$ cat config.mk
export PLATFORM = sky130hd
export DESIGN_NAME = slpc_pin_config
export DESIGN_NICKNAME = d
export VERILOG_FILES = /design/src/hw/slpc_pkg.sv /design/src/hw/slpc_pin_config.sv
export SDC_FILE = /design/constraint.sdc
export NUM_CORES = 1
export LEC_CHECK = 0
export ABC_AREA = 1
export BUFFER_PORTS_ARGS = -buffer_cell sky130_fd_sc_hd__buf_2
export CELL_PAD_IN_SITES_DETAIL_PLACEMENT = 1
export CELL_PAD_IN_SITES_GLOBAL_PLACEMENT = 2
export CORE_UTILIZATION = 28
export CTS_CLUSTER_SIZE = 10
export DETAILED_ROUTE_END_ITERATION = 6
export GPL_ROUTABILITY_DRIVEN = 0
export GPL_TIMING_DRIVEN = 0
export PLACE_DENSITY_LB_ADDON = 0.3
export SLEW_MARGIN = 10
export SYNTH_ARGS = -nofsm -noshare
export SYNTH_HDL_FRONTEND = slang
export SYNTH_SLANG_ARGS = --single-unit
$ cat constraint.sdc
create_clock -name clk_sys -period 1.4 [get_ports clk_sys]
set_input_delay 0.14 -clock clk_sys [delete_from_list [all_inputs] [get_ports clk_sys]]
set_output_delay 0.14 -clock clk_sys [all_outputs]
set_load 0.005 [all_outputs]
$ cat src/hw/slpc_pkg.sv
// Constants and carrier types for strap latching and pin configuration
package slpc_pkg;
  localparam int CLK_PERIOD_NS = 4;
  localparam int READY_TIME_NS = 5000;
  localparam int READY_CYCLES = (READY_TIME_NS + CLK_PERIOD_NS - 1) / CLK_PERIOD_NS;
  localparam int READY_CNT_W = 11;
  localparam logic [READY_CNT_W-1:0] READY_LAST = READY_CNT_W'(READY_CYCLES - 1);
  localparam logic [READY_CNT_W-1:0] READY_CNT_RST = 11'h000;
  localparam int GP_IO_W = 3;
  localparam logic [GP_IO_W-1:0] GP_CTRL_RST = 3'h0;
  localparam logic [GP_IO_W-1:0] GP_DATA_RST = 3'h0;
  localparam logic GP_OUT6_RST = 1'h0;
  localparam logic LED_MODE_CARRIER = 1'h0;
  localparam logic LED_MODE_COMBINED = 1'h1;
  localparam logic LED_ON_LEVEL = 1'h0;

  typedef enum logic [1:0] {
    ST_HOLD = 2'b00,
    ST_WAIT = 2'b01,
    ST_RUN = 2'b10
  } slpc_state_t;

  typedef struct packed {
    logic int_active_low;
    logic bus_8bit;
    logic cs_active_high;
    logic int_open_drain;
  } slpc_strap_t;

  localparam slpc_strap_t STRAP_RST = 4'h0;

  typedef struct packed {
    logic led_mode;
    logic io16_on_speed;
    logic alt_on_link;
    logic alt_is_wake;
  } slpc_ee_cfg_t;

  typedef struct packed {
    logic clk;
    logic sel;
    logic dout;
    logic doe;
  } slpc_ee_drv_t;
endpackage

$ cat src/hw/slpc_pin_config.sv
// Strap latching, indicator pins, general I/O and ready delay
`timescale 1ns/100ps

module slpc_pin_config
  import slpc_pkg::*;
(
  input wire logic clk_sys, // System clock 250 MHz
  input wire logic rst_n, // Synchronous reset
  input wire logic power_on_reset_n, // Power-on reset pin
  input wire logic test_mode_pin, // Test-mode pin
  input wire logic eeprom_serial_clock_in, // EEPROM clock pin level
  output logic eeprom_serial_clock_out, // EEPROM clock drive
  output logic eeprom_serial_clock_oe, // EEPROM clock enable
  input wire logic eeprom_select_in, // EEPROM select pin level
  output logic eeprom_select_out, // EEPROM select drive
  output logic eeprom_select_oe, // EEPROM select enable
  input wire logic eeprom_serial_data_in, // EEPROM data pin level
  output logic eeprom_serial_data_out, // EEPROM data drive
  output logic eeprom_serial_data_oe, // EEPROM data enable
  input wire logic wake_pin_in, // Wake pin level
  output logic wake_pin_out, // Wake pin drive
  output logic wake_pin_oe, // Wake pin enable
  input wire logic general_out_line_six_in, // Line six pin level
  output logic general_out_line_six_out, // Line six drive
  output logic general_out_line_six_oe, // Line six enable
  input wire logic [GP_IO_W-1:0] general_io_lines_in, // General I/O levels
  output logic [GP_IO_W-1:0] general_io_lines_out, // General I/O drive
  output logic [GP_IO_W-1:0] general_io_lines_oe, // General I/O enables
  output logic speed_indicator_out, // Speed pin drive
  output logic speed_indicator_oe, // Speed pin enable
  output logic link_activity_indicator_out, // Link pin drive
  output logic link_activity_indicator_oe, // Link pin enable
  output logic int_pin_out, // Interrupt pin drive
  output logic int_pin_oe, // Interrupt pin enable
  input wire logic fiber_signal_detect, // Fiber signal detect pin
  input wire logic phy_speed_100, // PHY at 100 Mb/s
  input wire logic phy_link, // PHY link up
  input wire logic phy_carrier, // PHY carrier sense
  input wire logic mdix_mode, // Crossed pair mode
  input wire logic fiber_mode, // Fiber mode selected
  input wire slpc_ee_cfg_t ee_cfg, // Settings from EEPROM
  input wire slpc_ee_drv_t ee_drv, // EEPROM serial engine drive
  input wire logic isa_io16, // IO16 request
  input wire logic isa_iowait, // IOWAIT request
  input wire logic wake_event, // Wake-up event
  input wire logic int_request, // Internal interrupt request
  input wire logic gp_ctrl_wr, // Write control register
  input wire logic [GP_IO_W-1:0] gp_ctrl_wdata, // Control data, 1 = output
  input wire logic gp_data_wr, // Write data register
  input wire logic [GP_IO_W:0] gp_data_wdata, // Top bit drives line six
  output logic [GP_IO_W-1:0] general_io_control_reg, // Direction register
  output logic [GP_IO_W:0] general_io_data_reg, // Data register
  output logic [GP_IO_W-1:0] gp_in_data, // Sampled general I/O levels
  output logic eeprom_data_in, // Sampled EEPROM data
  output slpc_strap_t strap, // Latched straps
  output logic device_ready, // Ready for host access
  output logic normal_mode, // Normal operating mode
  output logic fiber_rx_valid, // Optical receive valid
  output logic pair1_is_rx, // First pair receives
  output logic pair2_is_rx // Second pair receives
);

  ////////////////////////////////////////////////////////////////////////////
  // Pin synchronisers
  localparam int SYNC_W = 7 + GP_IO_W;
  logic [SYNC_W-1:0] sync1;
  logic [SYNC_W-1:0] sync2;
  logic por_q;
  logic [GP_IO_W-1:0] io_s;

  always_ff @(posedge clk_sys) begin
    if (!rst_n) begin
      sync1 <= '0;
      sync2 <= '0;
    end else begin
      sync1 <= {power_on_reset_n, test_mode_pin, eeprom_serial_clock_in, eeprom_select_in,
                wake_pin_in, general_out_line_six_in, eeprom_serial_data_in,
                general_io_lines_in};
      sync2 <= sync1;
    end
  end

  logic por_s;
  logic test_s;
  logic ck_s;
  logic sel_s;
  logic wake_s;
  logic six_s;
  logic dat_s;
  assign {por_s, test_s, ck_s, sel_s, wake_s, six_s, dat_s, io_s} = sync2;

  logic detect_s1;
  logic detect_s2;
  always_ff @(posedge clk_sys) begin
    if (!rst_n) begin
      detect_s1 <= 1'b0;
      detect_s2 <= 1'b0;
      por_q <= 1'b0;
    end else begin
      detect_s1 <= fiber_signal_detect;
      detect_s2 <= detect_s1;
      por_q <= por_s;
    end
  end

  logic por_release;
  assign por_release = por_s && !por_q;

  ////////////////////////////////////////////////////////////////////////////
  // Ready sequencing
  slpc_state_t state;
  logic [READY_CNT_W-1:0] ready_cnt;

  always_ff @(posedge clk_sys) begin
    if (!rst_n || !por_s) begin
      state <= ST_HOLD;
      ready_cnt <= READY_CNT_RST;
    end else begin
      case (state)
        ST_HOLD: begin
          if (por_release) begin
            state <= ST_WAIT;
          end
        end
        ST_WAIT: begin
          if (ready_cnt == READY_LAST) begin
            state <= ST_RUN;
          end else begin
            ready_cnt <= ready_cnt + 11'h001;
          end
        end
        ST_RUN: state <= ST_RUN;
        default: state <= ST_HOLD;
      endcase
    end
  end

  logic run;
  assign run = (state == ST_RUN);

  always_ff @(posedge clk_sys) begin
    if (!rst_n) begin
      device_ready <= 1'b0;
    end else begin
      device_ready <= run && por_s;
    end
  end

  ////////////////////////////////////////////////////////////////////////////
  // Strap latch
  always_ff @(posedge clk_sys) begin
    if (!rst_n) begin
      strap <= STRAP_RST;
    end else if (por_release) begin
      // Pins undriven until ready, so only a pull-up reads one
      strap.int_active_low <= ck_s;
      strap.bus_8bit <= sel_s;
      strap.cs_active_high <= sel_s && wake_s;
      strap.int_open_drain <= sel_s && six_s;
    end
  end

  ////////////////////////////////////////////////////////////////////////////
  // General I/O registers
  always_ff @(posedge clk_sys) begin
    if (!rst_n || !por_s) begin
      general_io_control_reg <= GP_CTRL_RST;
      general_io_data_reg <= {GP_OUT6_RST, GP_DATA_RST};
    end else begin
      if (gp_ctrl_wr) begin
        general_io_control_reg <= gp_ctrl_wdata;
      end
      if (gp_data_wr) begin
        general_io_data_reg <= gp_data_wdata;
      end
    end
  end

  always_ff @(posedge clk_sys) begin
    if (!rst_n) begin
      general_io_lines_oe <= '0;
      general_io_lines_out <= '0;
      gp_in_data <= '0;
    end else begin
      general_io_lines_oe <= run ? general_io_control_reg : '0;
      general_io_lines_out <= general_io_data_reg[GP_IO_W-1:0];
      gp_in_data <= io_s;
    end
  end

  ////////////////////////////////////////////////////////////////////////////
  // EEPROM, wake, line six and interrupt pins
  logic int_level;
  assign int_level = int_request ^ strap.int_active_low;

  always_ff @(posedge clk_sys) begin
    if (!rst_n) begin
      eeprom_serial_clock_out <= 1'b0;
      eeprom_serial_clock_oe <= 1'b0;
      eeprom_select_out <= 1'b0;
      eeprom_select_oe <= 1'b0;
      eeprom_serial_data_out <= 1'b0;
      eeprom_serial_data_oe <= 1'b0;
      eeprom_data_in <= 1'b0;
      wake_pin_out <= 1'b0;
      wake_pin_oe <= 1'b0;
      general_out_line_six_out <= 1'b0;
      general_out_line_six_oe <= 1'b0;
      int_pin_out <= 1'b0;
      int_pin_oe <= 1'b0;
    end else begin
      eeprom_serial_clock_out <= ee_drv.clk;
      eeprom_serial_clock_oe <= run;
      eeprom_select_out <= ee_drv.sel;
      eeprom_select_oe <= run;
      eeprom_serial_data_out <= ee_drv.dout;
      eeprom_serial_data_oe <= run && ee_drv.doe;
      eeprom_data_in <= dat_s;
      wake_pin_out <= wake_event;
      wake_pin_oe <= run && strap.bus_8bit;
      general_out_line_six_out <= general_io_data_reg[GP_IO_W];
      general_out_line_six_oe <= run && strap.bus_8bit;
      if (strap.int_open_drain) begin
        int_pin_out <= 1'b0;
        int_pin_oe <= run && (int_level == 1'b0);
      end else begin
        int_pin_out <= int_level;
        int_pin_oe <= run;
      end
    end
  end

  ////////////////////////////////////////////////////////////////////////////
  // Indicators and alternate bus functions
  logic alt16;
  assign alt16 = !strap.bus_8bit;
  logic link_on;
  assign link_on = (ee_cfg.led_mode == LED_MODE_COMBINED) ? (phy_link || phy_carrier)
                                                           : phy_carrier;

  always_ff @(posedge clk_sys) begin
    if (!rst_n) begin
      speed_indicator_out <= 1'b0;
      speed_indicator_oe <= 1'b0;
      link_activity_indicator_out <= 1'b0;
      link_activity_indicator_oe <= 1'b0;
    end else begin
      if (alt16 && ee_cfg.io16_on_speed) begin
        speed_indicator_out <= isa_io16;
        speed_indicator_oe <= run;
      end else begin
        speed_indicator_out <= LED_ON_LEVEL;
        speed_indicator_oe <= run && phy_speed_100;
      end
      if (alt16 && ee_cfg.alt_on_link) begin
        link_activity_indicator_out <= ee_cfg.alt_is_wake ? wake_event : isa_iowait;
        link_activity_indicator_oe <= run;
      end else begin
        link_activity_indicator_out <= LED_ON_LEVEL;
        link_activity_indicator_oe <= run && link_on;
      end
    end
  end

  ////////////////////////////////////////////////////////////////////////////
  // Pair roles, test mode, fiber
  always_ff @(posedge clk_sys) begin
    if (!rst_n) begin
      pair1_is_rx <= 1'b1;
      pair2_is_rx <= 1'b0;
      normal_mode <= 1'b0;
      fiber_rx_valid <= 1'b0;
    end else begin
      pair1_is_rx <= !mdix_mode;
      pair2_is_rx <= mdix_mode;
      normal_mode <= run && !test_s;
      fiber_rx_valid <= fiber_mode && detect_s2;
    end
  end
endmodule

==> metrics.csv <==
metric;value;unit
seq_area_frac_synth;56.48;%
p_int;3019;uW
synth_fp_nets;379;
antenna_found_initial;0;
crit_chain;inv_4, ha_4, nand2_4, inv_2, nand3_4, nor2_4, nor2_4, buf_6, nand2_1, a21oi_2;
antennaDiodeCount;0;
dp.cells;544;
synth_top_area_share;56.48;%
yosysWarnings;0;
numCtsBuffers;9;
regMostFlops;ready_cnt;
overflow;0;
area.growth.synth_to_final;44.17;%
fin_skew;0.007886;ns
async_reset_ff_share;0;%
die_w;100.1;microns
reg_top3;ready_cnt: 11 flops, sync1: 10 flops, sync2: 10 flops;
syn_avg_cell_area;8.041;sq um
cp.arrival;1.66;ns
instances_no_fill;584;
crit_path_max_fanout;5;
nets;494;
via_per_inst;4.058;
place_hpwl;4555;microns
fin_area;0.003884;sq mm
finalCritPeriodShare;98.32;%
ys_ff_latch;76;
core;0.009284;sq mm
rows;35;
drt_first_pass_iters;4;
clock_sinks;76;
setup_viol;0;
pwr_density_cell;1046;mW/mm^2
grt_max_degree;17;
cp-start-kind;register;
power_frac_comb;5.7;%
synth_most_common_cell;nand2_1;
top_usage_layer;met2;
pin_count;81;
end_kind;register;
tightest_slew;0.4727;ns
met1_usage;16.12;%
grtUsageTotal;13.92;%
sequentialPowerShare;54.8;%
grt_pass1_vias;2363;
p_sw_share;25.70;%
drv_cap;0;
drtIter0Drc;35;
hold_path_class;in -> reg;
synth_edf_count;0;
fin_setup_tns;0;ns
clk_path_buf_depth;2;
fin_crit;1.376;ns
finish.utilization;41.83;%
yosys.area.top_type;dfxtp_1;
dieArea;0.01002;sq mm
leakagePower;0.002030;uW
syn_inst;335;
p_switching;1044;uW
holdWs;0.03738;ns
final-hold-violation-count;0;
crit_path_top_delay_cell;dfxtp_4;
tritoncts;built;
clockPowerShare;39.6;%
root_buffer;clkbuf_8;
finalWirelength;6677;microns
path_common_cell;nor2_4;
synth_area;0.002694;sq mm
crit_required;1.68;ns
numPortBuffers;80;
start_util;29.02;%
status;finished, final reports clean;
wl_per_cell;11.43;microns
dieHeight;100.1;microns
grt_pass1_wl;10740;microns
slew_headroom;68.49;%
synth.distinct_cells;23;
drv_slew;0;
ant_nets;0;
peakVddDrop;0.3844;mV
crit_type;reg -> reg;
clk_pin_slew;0.09;ns
ys_top_cells_by_count;nand2_1, dfxtp_1, inv_1, nor2_1, a21oi_1;
use_met2;24.08;%
largest_reg_flops;11;
drc_errors;0;
dpl_cell_area;0.003256;sq mm
drive_gt1_share;32.97;%
critPathMaxStageDelay;0.39;ns
synth.area.top_cells;dfxtp_1, nand2_1, inv_1;
met3_usage;3.691;%
clkLatencyLatePin;0.35;ns
clock.fmax;726.5;MHz
synthFlopType;dfxtp_1;
via_count;2370;
htreeDepth;3;
rsz0062_at_grt;yes;
kinds of logic (layout without fill, tap and decap cells):
kind of cell             count (synthesis)  count (layout)  synth area share [%]
buffers and inverters                   77             197                 11.43
multiplexers                             1               1                0.3716
flip-flops                              76              76                 56.48
XOR/XNOR                                 7               7                 2.276
AO/OA/AOI/OAI                           28              28                 6.177
AND/OR/NAND/NOR                        141             141                 20.95
adder cells (fa/ha/maj)                  5               5                 2.322
final timing paths:
path	startpoint	end	slack, ns	depth (start not counted)
worst min-delay path	phy_speed_100	speed_indicator_oe	0.04	3
worst max-delay path	ready_cnt[1]	ready_cnt[5]	0.02	10
worst min register to register	sync2[8]	normal_mode	0.40	1
worst max register to register	ready_cnt[1]	ready_cnt[5]	0.02	10
worst max-delay path, delay by kind of cell (launching register included):
kind | cells | cell delay (ns)
flops | 1 | 0.39
fa+ha+maj | 1 | 0.15
compound gates | 1 | 0.13
simple gates | 5 | 0.39
buf+inv | 3 | 0.25
cell usage in the layout (no fill, tap or decap), drive strengths merged:
cell | netlist | layout
inv | 67 | 70
clkinvlp | 0 | 1
xnor2 | 2 | 2
buf | 8 | 92
nand4 | 2 | 2
clkbuf | 1 | 11
o21ai | 8 | 8
nand3 | 8 | 8
a21oi | 20 | 20
xor2 | 5 | 5
mux2i | 1 | 1
clkinv | 1 | 4
nand2 | 96 | 96
nor2 | 33 | 33
dfxtp | 76 | 76
ha | 5 | 5
nor3 | 2 | 2
dlygate4sd3 | 0 | 19
per-layer routing:
| metal | vias up | part of all wire [%] | wire length, microns |
|---|---|---|---|
| met2 | 48 | 49 | 3304 |
| met3 | 9 | 3.8 | 255 |
| li1 | 1212 | - | - |
| met1 | 1101 | 45 | 3002 |
| met4 | 0 | 1.7 | 116 |
| met5 | - | 0 | 0 |
power groups by stage:
stage	Clock, uW	Sequential [uW]	Combinational [uW]
floorplan	0	2280	80.1
global placement	0	2280	183
detailed placement	0	2280	189
CTS	1670	2230	231
global route	1770	2230	263
finish	1610	2230	230
repair_timing:
action,CTS,global route
hold endpoints to repair,20,0
hold buffers,19,0
gates resized for setup,11,43
setup endpoints to repair,13,13
gates cloned,1,1
pin swaps,0,11
buffers inserted,0,3
final cells by class:
type | count | area [sq um]
timing repair buffer | 104 | 649.4
fill | 1155 | 5400
clock inverter | 7 | 70.07
buffer | 9 | 62.56
inverter | 68 | 257.7
multi-input combinational | 182 | 1026
sequential | 76 | 1533
tap | 129 | 161.4
clock buffer | 9 | 123.9
metrics by stage:
step | setup slack (ns) | power [uW]
global route | -0.05611 | 4269
global placement | -0.06854 | 2461
detailed placement | -0.1017 | 2469
finish | 0.02354 | 4064
floorplan | 0.1494 | 2362
CTS | 0.003573 | 4130
(Power assumes the default switching activity.)
